### config.mk
export PLATFORM = sky130hd
export DESIGN_NAME = ipv6_icmp_entry_matcher
export DESIGN_NICKNAME = d
export VERILOG_FILES = /design/src/include/ace_pkg.sv /design/src/include/match_if.sv /design/src/logic/ace_field_matcher.sv /design/src/logic/ipv6_icmp_entry_matcher.sv
export SDC_FILE = /design/constraint.sdc
export NUM_CORES = 1
export LEC_CHECK = 0
export BUFFER_PORTS_ARGS = -buffer_cell sky130_fd_sc_hd__buf_2
export CAP_MARGIN = 5
export CORE_ASPECT_RATIO = 0.5
export CORE_UTILIZATION = 38
export DETAILED_ROUTE_END_ITERATION = 12
export GPL_ROUTABILITY_DRIVEN = 0
export PLACE_DENSITY = 0.56
export SLEW_MARGIN = 40
export SYNTH_ARGS = -nofsm -noshare
export SYNTH_HDL_FRONTEND = slang
export SYNTH_SLANG_ARGS = --single-unit
### constraint.sdc
create_clock -name core_clk -period 3 [get_ports core_clk]
set_clock_uncertainty 0.2 [all_clocks]
set_input_delay 0.6 -clock core_clk [delete_from_list [all_inputs] [get_ports core_clk]]
set_output_delay 0.6 -clock core_clk [all_outputs]
set_load 0.005 [all_outputs]
### src/include/ace_pkg.sv
`default_nettype none
package ace_pkg;

	localparam int AXI_AW = 8;
	localparam int AXI_DW = 32;
	localparam int AXI_SW = 4;
	localparam int BYTE_W = 8;
	localparam int SRC_W  = 32;

	localparam logic [AXI_AW-1:0] ADDR_CFG       = 8'h00;
	localparam logic [AXI_AW-1:0] ADDR_ICMP_VAL  = 8'h04;
	localparam logic [AXI_AW-1:0] ADDR_SRC_ADDR  = 8'h08;
	localparam logic [AXI_AW-1:0] ADDR_SRC_MASK  = 8'h0C;
	localparam logic [AXI_AW-1:0] ADDR_STATUS    = 8'h10;
	localparam logic [AXI_AW-1:0] ADDR_HIT_COUNT = 8'h14;

	localparam logic [1:0] RESP_OKAY   = 2'h0;
	localparam logic [1:0] RESP_SLVERR = 2'h2;

	localparam int CFG_NH_MODE_LSB  = 0;
	localparam int NH_MODE_W        = 3;
	localparam int CFG_NH_VALUE_LSB = 8;
	localparam int CFG_SRC_FILT_BIT = 16;
	localparam int CFG_HOP_MODE_LSB = 20;
	localparam int HOP_MODE_W       = 2;
	localparam int CFG_TYPE_FILT_BIT = 24;
	localparam int CFG_CODE_FILT_BIT = 25;
	localparam int ICMP_TYPE_LSB    = 0;
	localparam int ICMP_CODE_LSB    = 8;
	localparam int STATUS_HIT_BIT   = 0;

	localparam logic [AXI_DW-1:0] CFG_WMASK      = 32'h0331FF07;
	localparam logic [AXI_DW-1:0] ICMP_WMASK     = 32'h0000FFFF;
	localparam logic [AXI_DW-1:0] FULL_WMASK     = 32'hFFFFFFFF;
	localparam logic [AXI_DW-1:0] CFG_RESET      = 32'h00000000;
	localparam logic [AXI_DW-1:0] ICMP_RESET     = 32'h00000000;
	localparam logic [AXI_DW-1:0] SRC_ADDR_RESET = 32'h00000000;
	localparam logic [AXI_DW-1:0] SRC_MASK_RESET = 32'hFFFFFFFF;

	localparam logic [BYTE_W-1:0] NH_ICMPV6 = 8'h3A;
	localparam logic [BYTE_W-1:0] NH_UDP    = 8'h11;
	localparam logic [BYTE_W-1:0] NH_TCP    = 8'h06;

	typedef enum logic [NH_MODE_W-1:0] {
		NH_ANY      = 3'h0,
		NH_SPECIFIC = 3'h1,
		NH_ICMP     = 3'h2,
		NH_UDP_SEL  = 3'h3,
		NH_TCP_SEL  = 3'h4
	} nh_mode_t;

	typedef enum logic [HOP_MODE_W-1:0] {
		HOP_ANY     = 2'h0,
		HOP_ZERO    = 2'h1,
		HOP_NONZERO = 2'h2
	} hop_mode_t;

endpackage
`default_nettype wire

### src/include/match_if.sv
`timescale 1ns/1ps
`default_nettype none
interface match_if;
	import ace_pkg::*;

	nh_mode_t          nh_mode;
	logic [BYTE_W-1:0] nh_value;
	logic              source_address_filter;
	logic [SRC_W-1:0]  src_addr;
	logic [SRC_W-1:0]  src_mask;
	hop_mode_t         hop_mode;
	logic              type_filter;
	logic [BYTE_W-1:0] type_value;
	logic              code_filter;
	logic [BYTE_W-1:0] code_value;
	logic              is_ipv6;
	logic [BYTE_W-1:0] next_header;
	logic [SRC_W-1:0]  source_v6_low;
	logic [BYTE_W-1:0] hop_limit;
	logic [BYTE_W-1:0] icmp_type;
	logic [BYTE_W-1:0] icmp_code;
	logic              udp_ok;
	logic              tcp_ok;
	logic              nh_ok;
	logic              src_ok;
	logic              hop_ok;
	logic              icmp_ok;
	logic              hit;

	modport ctl (output nh_mode, nh_value, source_address_filter, src_addr, src_mask, hop_mode,
		type_filter, type_value, code_filter, code_value, is_ipv6, next_header, source_v6_low,
		hop_limit, icmp_type, icmp_code, udp_ok, tcp_ok,
		input nh_ok, src_ok, hop_ok, icmp_ok, hit);
	modport eng (input nh_mode, nh_value, source_address_filter, src_addr, src_mask, hop_mode,
		type_filter, type_value, code_filter, code_value, is_ipv6, next_header, source_v6_low,
		hop_limit, icmp_type, icmp_code, udp_ok, tcp_ok,
		output nh_ok, src_ok, hop_ok, icmp_ok, hit);
endinterface
`default_nettype wire

### src/logic/ace_field_matcher.sv
`timescale 1ns/1ps
`default_nettype none
module ace_field_matcher
(
	match_if.eng m
);
	import ace_pkg::*;

	function automatic logic field_ok(input logic specific, input logic [BYTE_W-1:0] seen,
		input logic [BYTE_W-1:0] want);
		return !specific || (seen == want);
	endfunction

	logic nh_eq;
	logic type_ok;
	logic code_ok;
	logic src_eq;

	assign nh_eq   = m.next_header == m.nh_value;
	assign type_ok = field_ok(m.type_filter, m.icmp_type, m.type_value);
	assign code_ok = field_ok(m.code_filter, m.icmp_code, m.code_value);
	assign m.icmp_ok = type_ok & code_ok;

	// both sides masked so zero mask bits never matter
	assign src_eq   = (m.source_v6_low & m.src_mask) == (m.src_addr & m.src_mask);
	assign m.src_ok = !m.source_address_filter || src_eq;

	// unused mode codes never match, safer than a silent wildcard
	assign m.nh_ok = (m.nh_mode == NH_ANY) ? 1'b1 :
		(m.nh_mode == NH_SPECIFIC) ? nh_eq :
		(m.nh_mode == NH_ICMP) ? ((m.next_header == NH_ICMPV6) & m.icmp_ok) :
		(m.nh_mode == NH_UDP_SEL) ? ((m.next_header == NH_UDP) & m.udp_ok) :
		(m.nh_mode == NH_TCP_SEL) ? ((m.next_header == NH_TCP) & m.tcp_ok) :
		1'b0;

	assign m.hop_ok = (m.hop_mode == HOP_ANY) ? 1'b1 :
		(m.hop_mode == HOP_ZERO) ? (m.hop_limit == '0) :
		(m.hop_mode == HOP_NONZERO) ? (m.hop_limit != '0) :
		1'b0;

	assign m.hit = m.is_ipv6 & m.nh_ok & m.src_ok & m.hop_ok;
endmodule
`default_nettype wire

### src/logic/ipv6_icmp_entry_matcher.sv
`timescale 1ns/1ps
`default_nettype none
// Contract
// - next header filter any ignores the next header field.
// - next header specific requires equality with configured byte 0..255.
// - ICMP selection matches only ICMPv6 frames, then applies type and code.
// - UDP selection matches only UDP frames, then applies UDP conditions.
// - TCP selection matches only TCP frames, then applies TCP conditions.
// - source address filter any ignores the source address.
// - source address specific compares only low 32 source address bits.
// - both addresses masked before compare; zero mask bits are don't-care.
// - hop condition zero rejects frames with hop limit above zero.
// - hop condition non-zero lets frames with hop limit above zero match.
// - hop condition any accepts every hop limit.
// - ICMP type filter any ignores the ICMP type.
// - ICMP type specific requires equal ICMP type byte.
// - ICMP code filter any ignores the ICMP code.
// - ICMP code specific requires equal ICMP code byte.
module ipv6_icmp_entry_matcher
(
	input  wire logic                       core_clk,
	input  wire logic                       rst_n,
	input  wire logic                       ce,
	input  wire logic                       awvalid,
	output logic                            awready,
	input  wire logic [ace_pkg::AXI_AW-1:0] awaddr,
	input  wire logic                       wvalid,
	output logic                            wready,
	input  wire logic [ace_pkg::AXI_DW-1:0] wdata,
	input  wire logic [ace_pkg::AXI_SW-1:0] wstrb,
	output logic                            bvalid,
	input  wire logic                       bready,
	output logic [1:0]                      bresp,
	input  wire logic                       arvalid,
	output logic                            arready,
	input  wire logic [ace_pkg::AXI_AW-1:0] araddr,
	output logic                            rvalid,
	input  wire logic                       rready,
	output logic [ace_pkg::AXI_DW-1:0]      rdata,
	output logic [1:0]                      rresp,
	input  wire logic                       frm_valid,
	input  wire logic                       frm_is_ipv6,
	input  wire logic [ace_pkg::BYTE_W-1:0] frm_next_header,
	input  wire logic [ace_pkg::SRC_W-1:0]  frm_source_v6_low,
	input  wire logic [ace_pkg::BYTE_W-1:0] frm_hop_limit,
	input  wire logic [ace_pkg::BYTE_W-1:0] frm_icmp_type,
	input  wire logic [ace_pkg::BYTE_W-1:0] frm_icmp_code,
	input  wire logic                       udp_cond_ok,
	input  wire logic                       tcp_cond_ok,
	output logic                            hit_valid,
	output logic                            hit
);
	import ace_pkg::*;

	function automatic logic [AXI_DW-1:0] merge_word(input logic [AXI_DW-1:0] old_w,
		input logic [AXI_DW-1:0] new_w, input logic [AXI_SW-1:0] strb, input logic [AXI_DW-1:0] wmask);
		logic [AXI_DW-1:0] res;
		res = old_w;
		for (int i = 0; i < AXI_SW; i++)
		begin
			if (strb[i])
				res[BYTE_W*i +: BYTE_W] = new_w[BYTE_W*i +: BYTE_W];
		end
		return res & wmask;
	endfunction

	logic              aw_full_q;
	logic [AXI_AW-1:0] aw_addr_q;
	logic              w_full_q;
	logic [AXI_DW-1:0] w_data_q;
	logic [AXI_SW-1:0] w_strb_q;
	logic              bvalid_q;
	logic [1:0]        bresp_q;
	logic              rvalid_q;
	logic [AXI_DW-1:0] rdata_q;
	logic [1:0]        rresp_q;
	logic [AXI_DW-1:0] cfg_q;
	logic [AXI_DW-1:0] cfg_d;
	logic [AXI_DW-1:0] icmp_val_q;
	logic [AXI_DW-1:0] icmp_val_d;
	logic [AXI_DW-1:0] src_addr_q;
	logic [AXI_DW-1:0] src_addr_d;
	logic [AXI_DW-1:0] src_mask_q;
	logic [AXI_DW-1:0] src_mask_d;
	logic [AXI_DW-1:0] hit_count_q;
	logic              hit_q;
	logic              hit_valid_q;
	logic              aw_take;
	logic              w_take;
	logic              ar_take;
	logic              wr_fire;
	logic              wr_map;
	logic              rd_map;
	logic [AXI_DW-1:0] rd_word;
	logic [AXI_DW-1:0] status_word;
	logic              frm_take;

	match_if mif ();

	ace_field_matcher u_match
	(
		.m (mif.eng)
	);

	// write channel: address and data latched separately, either order
	assign awready = ce & ~aw_full_q & ~bvalid_q;
	assign wready  = ce & ~w_full_q & ~bvalid_q;
	assign aw_take = awvalid & awready;
	assign w_take  = wvalid & wready;
	assign wr_fire = ce & aw_full_q & w_full_q & ~bvalid_q;
	assign wr_map  = (aw_addr_q == ADDR_CFG) | (aw_addr_q == ADDR_ICMP_VAL) |
		(aw_addr_q == ADDR_SRC_ADDR) | (aw_addr_q == ADDR_SRC_MASK);
	assign bvalid  = bvalid_q;
	assign bresp   = bresp_q;

	always_ff @(posedge core_clk or negedge rst_n)
	begin
		if (!rst_n)
		begin
			aw_full_q <= 1'b0;
			aw_addr_q <= '0;
			w_full_q  <= 1'b0;
			w_data_q  <= '0;
			w_strb_q  <= '0;
		end
		else if (ce)
		begin
			aw_full_q <= aw_take | (aw_full_q & ~wr_fire);
			w_full_q  <= w_take | (w_full_q & ~wr_fire);
			if (aw_take)
				aw_addr_q <= awaddr;
			if (w_take)
			begin
				w_data_q <= wdata;
				w_strb_q <= wstrb;
			end
		end
	end

	always_ff @(posedge core_clk or negedge rst_n)
	begin
		if (!rst_n)
		begin
			bvalid_q <= 1'b0;
			bresp_q  <= RESP_OKAY;
		end
		else if (ce)
		begin
			if (wr_fire)
			begin
				bvalid_q <= 1'b1;
				bresp_q  <= wr_map ? RESP_OKAY : RESP_SLVERR;
			end
			else if (bready)
				bvalid_q <= 1'b0;
		end
	end

	// read channel: one outstanding read, data registered
	assign arready = ce & ~rvalid_q;
	assign ar_take = arvalid & arready;
	assign status_word = {{(AXI_DW-1){1'b0}}, hit_q} << STATUS_HIT_BIT;
	assign rd_map  = (araddr == ADDR_CFG) | (araddr == ADDR_ICMP_VAL) | (araddr == ADDR_SRC_ADDR) |
		(araddr == ADDR_SRC_MASK) | (araddr == ADDR_STATUS) | (araddr == ADDR_HIT_COUNT);
	assign rd_word = (araddr == ADDR_CFG) ? cfg_q :
		(araddr == ADDR_ICMP_VAL) ? icmp_val_q :
		(araddr == ADDR_SRC_ADDR) ? src_addr_q :
		(araddr == ADDR_SRC_MASK) ? src_mask_q :
		(araddr == ADDR_STATUS) ? status_word :
		(araddr == ADDR_HIT_COUNT) ? hit_count_q : '0;
	assign rvalid = rvalid_q;
	assign rdata  = rdata_q;
	assign rresp  = rresp_q;

	always_ff @(posedge core_clk or negedge rst_n)
	begin
		if (!rst_n)
		begin
			rvalid_q <= 1'b0;
			rdata_q  <= '0;
			rresp_q  <= RESP_OKAY;
		end
		else if (ce)
		begin
			if (ar_take)
			begin
				rvalid_q <= 1'b1;
				rdata_q  <= rd_word;
				rresp_q  <= rd_map ? RESP_OKAY : RESP_SLVERR;
			end
			else if (rready)
				rvalid_q <= 1'b0;
		end
	end

	// configuration registers, reserved bits held at zero
	assign cfg_d      = (wr_fire && aw_addr_q == ADDR_CFG) ?
		merge_word(cfg_q, w_data_q, w_strb_q, CFG_WMASK) : cfg_q;
	assign icmp_val_d = (wr_fire && aw_addr_q == ADDR_ICMP_VAL) ?
		merge_word(icmp_val_q, w_data_q, w_strb_q, ICMP_WMASK) : icmp_val_q;
	assign src_addr_d = (wr_fire && aw_addr_q == ADDR_SRC_ADDR) ?
		merge_word(src_addr_q, w_data_q, w_strb_q, FULL_WMASK) : src_addr_q;
	assign src_mask_d = (wr_fire && aw_addr_q == ADDR_SRC_MASK) ?
		merge_word(src_mask_q, w_data_q, w_strb_q, FULL_WMASK) : src_mask_q;

	always_ff @(posedge core_clk or negedge rst_n)
	begin
		if (!rst_n)
		begin
			cfg_q      <= CFG_RESET;
			icmp_val_q <= ICMP_RESET;
			src_addr_q <= SRC_ADDR_RESET;
			src_mask_q <= SRC_MASK_RESET;
		end
		else if (ce)
		begin
			cfg_q      <= cfg_d;
			icmp_val_q <= icmp_val_d;
			src_addr_q <= src_addr_d;
			src_mask_q <= src_mask_d;
		end
	end

	// a write landing mid-frame takes effect from the next frame cycle on
	assign mif.nh_mode     = nh_mode_t'(cfg_q[CFG_NH_MODE_LSB +: NH_MODE_W]);
	assign mif.nh_value    = cfg_q[CFG_NH_VALUE_LSB +: BYTE_W];
	assign mif.source_address_filter = cfg_q[CFG_SRC_FILT_BIT];
	assign mif.src_addr    = src_addr_q;
	assign mif.src_mask    = src_mask_q;
	assign mif.hop_mode    = hop_mode_t'(cfg_q[CFG_HOP_MODE_LSB +: HOP_MODE_W]);
	assign mif.type_filter = cfg_q[CFG_TYPE_FILT_BIT];
	assign mif.type_value  = icmp_val_q[ICMP_TYPE_LSB +: BYTE_W];
	assign mif.code_filter = cfg_q[CFG_CODE_FILT_BIT];
	assign mif.code_value  = icmp_val_q[ICMP_CODE_LSB +: BYTE_W];
	assign mif.is_ipv6     = frm_is_ipv6;
	assign mif.next_header = frm_next_header;
	assign mif.source_v6_low = frm_source_v6_low;
	assign mif.hop_limit   = frm_hop_limit;
	assign mif.icmp_type   = frm_icmp_type;
	assign mif.icmp_code   = frm_icmp_code;
	assign mif.udp_ok      = udp_cond_ok;
	assign mif.tcp_ok      = tcp_cond_ok;

	// verdict registered one cycle after the frame strobe
	assign frm_take  = ce & frm_valid;
	assign hit_valid = hit_valid_q;
	assign hit       = hit_q;

	always_ff @(posedge core_clk or negedge rst_n)
	begin
		if (!rst_n)
		begin
			hit_valid_q <= 1'b0;
			hit_q       <= 1'b0;
			hit_count_q <= '0;
		end
		else if (ce)
		begin
			hit_valid_q <= frm_valid;
			if (frm_valid)
				hit_q <= mif.hit;
			if (frm_valid && mif.hit)
				hit_count_q <= hit_count_q + 32'h00000001;
		end
	end
endmodule
`default_nettype wire

-- Yosys cells after proc, flatten, opt, wreduce, memory -nomap -nowiden
Cells that the tools add are included.
- eq/ne operators: 21
- reductions and logical operators: 41
- mux-type cells: 20
- add/subtract/negate cells: 1
- bitwise logic cells: 37
- operators by type and width (operator ; count):
    $mux W32 ; 6
    $and A32 B32 Y32 ; 2
    $reduce_and A3 Y1 ; 14
    $add A32 B1 Y32 const B ; 1
    $eq A32 B32 Y1 ; 1
    $eq A8 B4 Y1 const B ; 4
    $eq A8 B3 Y1 const B ; 3
    $eq A8 B5 Y1 const B ; 3
    $eq A8 B8 Y1 ; 3
    $logic_not A8 Y1 ; 3
    $and A1 B1 Y1 ; 20
    $reduce_and A2 Y1 ; 8
    $mux W1 ; 12
    $or A1 B1 Y1 ; 10
    $eq A8 B6 Y1 const B ; 1
    $reduce_bool A8 Y1 ; 1
    $eq A3 B2 Y1 const B ; 2
    $logic_and A1 B1 Y1 ; 5
    $not A1 Y1 ; 5
    $mux W2 ; 2
    $reduce_bool A2 Y1 ; 2
    $eq A3 B1 Y1 const B ; 1
    $eq A3 B3 Y1 const B ; 1
    $logic_not A1 Y1 ; 3
    5 further kinds ; 7
- bits of input ports: 128
- register bits after elaboration: 214
- output and inout bits: 43
- word-level logic and storage cells: 147

-- Depth between registers and ports, before layout
- word-level depth: 12
- mapped depth: 8
- mapped depth without buffers: 7

-- By module
A second synthesis with hierarchy kept.
- cell total of the unflattened synthesis: 872
- area, all modules: 10298.6 um^2
- by module, submodules not included (module ; seq. area each (um^2) ; area an instance (um^2) ; instances ; cells an instance):
    ipv6_icmp_entry_matcher ; 5345.1 ; 9452.8 ; 1 ; 766
    ace_field_matcher ; 0.0 ; 845.8 ; 1 ; 106

-- Worst setup path after synthesis
OpenSTA, ideal clock, no wires.
- path kind: input-to-reg
- from: input ce
- to: register src_addr_q[0] (netlist: mif.src_addr[0])
- setup time: 0.125 ns
- buffers on the path: 1
- stages: 7
- path slack: 0.530 ns
- required time: 2.675 ns
- data arrival time: 2.145 ns
- path through: buf_4 -> and2b_1 -> and3_1 -> and3_1 -> nand3b_1 -> nor2_2 -> mux2_2
- cells in the longest elaborated chain, start to end: 5
- RTL lines (element ; RTL line ; source):
    from (decl) ; ipv6_icmp_entry_matcher.sv:23 ; input wire logic ce,
    $and A1 B1 Y1 (3 in a row) ; ipv6_icmp_entry_matcher.sv:110 ; assign wr_fire = ce & aw_full_q & w_full_q & ~bvalid_q;
    $logic_and A1 B1 Y1 ; ipv6_icmp_entry_matcher.sv:201 ; assign src_addr_d = (wr_fire && aw_addr_q == ADDR_SRC_ADDR) ?
    $reduce_and A3 Y1 (no source line) * ; n/a ;
    to (signal assigned) ; ipv6_icmp_entry_matcher.sv:219 ; src_addr_q <= src_addr_d;
    to (decl) ; ipv6_icmp_entry_matcher.sv:81 ; logic [AXI_DW-1:0] src_addr_q;
Mark *: on every way between the ends. The rest lies on a longest branch, timed or not.
A chain may end at the register's enable or synchronous reset.

-- Final worst setup path
- from: register src_addr_q[12] (netlist: mif.src_addr[12])
- to: register hit_count_q[14]
- cells in the longest elaborated chain, start to end: 7
- RTL lines (element ; RTL line ; source):
    $and A32 B32 Y32 ; ace_field_matcher.sv:25 ; assign src_eq = (m.source_v6_low & m.src_mask) == (m.src_addr & m.src_mask);
    $eq A32 B32 Y1 ; ace_field_matcher.sv:25 ;
    $logic_or A1 B1 Y1 ; ace_field_matcher.sv:26 ; assign m.src_ok = !m.source_address_filter || src_eq;
    $and A1 B1 Y1 (2 in a row) ; ace_field_matcher.sv:41 ; assign m.hit = m.is_ipv6 & m.nh_ok & m.src_ok & m.hop_ok;
    $logic_and A1 B1 Y1 ; ipv6_icmp_entry_matcher.sv:262 ; if (frm_valid && mif.hit)
    $reduce_and A2 Y1 (no source line) ; n/a ;
    to (signal assigned) ; ipv6_icmp_entry_matcher.sv:263 ; hit_count_q <= hit_count_q + 32'h00000001;
    to (decl) ; ipv6_icmp_entry_matcher.sv:85 ; logic [AXI_DW-1:0] hit_count_q;
No other way between the ends.

==> results.json <==
{
  "maxCapViolCount": 0,
  "route.detailed.drc": 0,
  "die_y_um": 119,
  "holdPathStages": 2,
  "period_needed_ns": 2.82,
  "area_delta_synth_final_pct": 20.4,
  "yosys_warnings": 0,
  "io_buffers": 168,
  "busiest_layer": "met2",
  "power_frac_comb": 0.148,
  "core_area_um2": 26600,
  "antenna_found_initial": 0,
  "total_power_mw": 7.49,
  "cts_max_level": 1,
  "power_frac_seq": 0.505,
  "gr-usage-met2": 0.337,
  "r2r_start": "mif.src_addr[12]",
  "yosysTopAreaCell": "dfrtp_1",
  "min_to": "aw_addr_q[1]",
  "cts_tree": "done",
  "synth_compound_area_frac": 0.0719,
  "clkPwrFrac": 0.347,
  "grt_max_degree": 72,
  "min-delay-start": "awaddr[1]",
  "synthesis.area_um2": 10300,
  "die_area_um2": 27900,
  "via_per_inst": 5.28,
  "clockBufferDepth": 3,
  "via_count": 7365,
  "crit_type": "reg2reg",
  "die_w_um": 235,
  "clk_pin_slew_ns": 0.07,
  "ir_drop_v": 0.000347,
  "synth_area_leaders": "dfrtp_1 44%, mux2_2 18%, dfstp_2 8.1%, xor2_1 5.2%, nand2_1 2.3%",
  "rows": 42,
  "grt_pass1_vias": 7455,
  "cts.sinks": 212,
  "synth_edf_count": 0,
  "synth_top_flop_cell": "dfrtp_1",
  "root_buffer": "clkbuf_16",
  "r2r_slack_ns": 0.18,
  "cts_setup_buffers": 0,
  "synth.most_common_cell": "dfrtp_1",
  "grt-ovfl-total": 0,
  "diodes": 0,
  "grt_use_met1": 0.312,
  "status": "complete, no violations",
  "ys_seq_elements": 212,
  "cts_buffers": 21,
  "gr-usage-all-layers": 0.213,
  "final_util": 0.468,
  "synth_top_family_by_area": "multiplexers",
  "place_hpwl_um": 22100,
  "worstPathArrival_ns": 3.05,
  "rsz0062_at_grt": "false",
  "finalNetCount": 1159,
  "syn_inst": 845,
  "max_freq_ghz": 0.355,
  "syn_avg_cell_area_um2": 12.2,
  "r2r-end": "hit_count_q[14]",
  "drt-initial-drc-count": 474,
  "dr.pass1.iters": 7,
  "period_share": 0.939,
  "sw_frac_of_total": 0.281,
  "wire_per_inst_um": 21.0,
  "final-max-slew-violation-count": 0,
  "yosys-top-cells-count": "180 x dfrtp_1, 167 x mux2_2, 63 x nand2_1, 61 x xor2_1, 41 x o21ai_0",
  "tightestPinTransition_ns": 0.646,
  "rr_worst_depth": 8,
  "path_max_fanout": 13,
  "ioPinCount": 171,
  "p_sw_mw": 2.11,
  "yosysTopAreaCellShare": 0.435,
  "synth_xor_area_frac": 0.0736,
  "setup_viol_count_final": 0,
  "initial_core_util": 0.389,
  "worstSetupEndpointType": "flop",
  "leakage_nw": 5.89,
  "totalWireLength_um": 29300,
  "synthAdderAreaFrac": 0.00121,
  "worst_hold_path_type": "in2reg",
  "drive_above_1_share": 0.454,
  "p_int_mw": 5.38,
  "grt_pass1_wl_um": 45200,
  "relSlewSlack": 0.569,
  "worstPathRequired_ns": 3.23,
  "ant_nets": 0,
  "insertion_delay_ns": 0.51,
  "p_per_area_nw_per_um2": 601,
  "ys_types": 61,
  "post_synth_and_or_nand_nor_area_fraction": 0.124,
  "use_met3": 0.0322,
  "synthMuxAreaShare": 0.189,
  "critPathLaunchType": "flop",
  "synth-seq-area-share": 0.517,
  "hold_viol": 0,
  "async_flop_share": 1.00
}
layout by cell type (no fill, tap or decap), types with 13 or more instances in the layout:
| cell type | n |
|---|---|
| a21oi_1 | 15 |
| a22oi_1 | 29 |
| buf_2 | 167 |
| buf_4 | 27 |
| clkbuf_16 | 21 |
| dfrtp_1 | 180 |
| dfstp_2 | 32 |
| mux2_2 | 167 |
| nand2_1 | 63 |
| nand3_1 | 17 |
| nand4_1 | 16 |
| nor2_1 | 28 |
| nor3_1 | 13 |
| nor4_2 | 15 |
| o21ai_0 | 41 |
| xnor2_1 | 26 |
| xor2_1 | 61 |
per-stage QoR:
step	cell area, µm²	setup TNS, ns	hold WS (ns)	instances	setup slack [ns]
global placement	11800	0	0.258	1358	0.0273
floorplan	10400	0	0.104	846	0.530
CTS	12500	0	0.108	1396	0.195
detailed placement	11800	-0.0693	0.258	1358	-0.0223
global route	12500	0	0.115	1396	0.0593
finish	12500	0	0.121	1396	0.182
worst max-delay path by stage:
| stage | startpoint | endpoint | slack (ns) | depth (start not counted) |
|---|---|---|---|---|
| floorplan | ce | mif.src_addr[0] | 0.53 | 7 |
| global placement | frm_source_v6_low[12] | hit_count_q[8] | 0.03 | 9 |
| detailed placement | frm_source_v6_low[12] | hit_count_q[14] | -0.02 | 9 |
| CTS | mif.src_addr[12] | hit_count_q[14] | 0.20 | 8 |
| global route | mif.src_addr[12] | hit_count_q[5] | 0.06 | 8 |
| finish | mif.src_addr[12] | hit_count_q[14] | 0.18 | 8 |
logic make-up (layout without fill, tap and decap cells):
group / Yosys count / in the layout
DFF: 212 / 212
other: 1 / 2
and+or+nand+nor: 209 / 209
xor gates and xnor gates: 87 / 87
AOI/OAI and AO/OA: 113 / 113
adders and majority gates: 1 / 1
muxes: 175 / 175
buffers and inverters: 47 / 245
state kept, by name (all words and copies together), names as in the netlist:
register and count:
hit_valid 1, icmp_val_q 16, bresp 1, hit 1
mif.src_addr 32, aw_full_q 1, rvalid 1, w_strb_q 4
mif.src_mask 32, w_full_q 1, aw_addr_q 8, w_data_q 32
rdata 32, rresp 1, bvalid 1, cfg_q 16
hit_count_q 32
repair_timing:
item,in CTS,in global routing
hold buffers,1,0
resized for setup,0,0
endpoints found under the hold margin,33,0
endpoints found under the setup margin,0,0
final cells by class:
type / instances / area, µm²
flip-flops and latches: 212 / 5350
fillers: 2461 / 14100
clock inverters: 5 / 50.0
repair buffers: 203 / 1200
inverters: 5 / 18.8
well taps: 352 / 440
clock buffers: 32 / 607
multi-input cells: 587 / 4790
metal layers:
metal / vias to the layer above / part of all wire / wire (µm)
met3: 32 / 0.035 / 1030
li1: 3435 / - / -
met5: - / 0 / 0
met1: 3757 / 0.49 / 14200
met4: 0 / 0.015 / 431
met2: 141 / 0.46 / 13600
power groups by stage:
| stage | Combinational [mW] | Sequential (mW) | Clock, mW |
|---|---|---|---|
| 6_report | 1.11 | 3.78 | 2.59 |
| 5_1_grt | 1.22 | 3.85 | 2.78 |
| 4_1_cts | 1.13 | 3.78 | 2.66 |
| 3_5_place_dp | 1.12 | 3.83 | 0 |
| 3_3_place_gp | 1.09 | 3.81 | 0 |
| 2_1_floorplan | 0.735 | 3.62 | 0 |
worst max-delay path, cell delays in order, from the launching register on:
cell	delay, ns
dfrtp_1	0.43
xor2_1	0.18
a22oi_1	0.35
nand4_1	0.21
nor4_1	0.48
o21ai_2	0.15
buf_4	0.23
nor4_2	0.32
xor2_1	0.18
No activity file was read; power rests on OpenSTA's default activity.
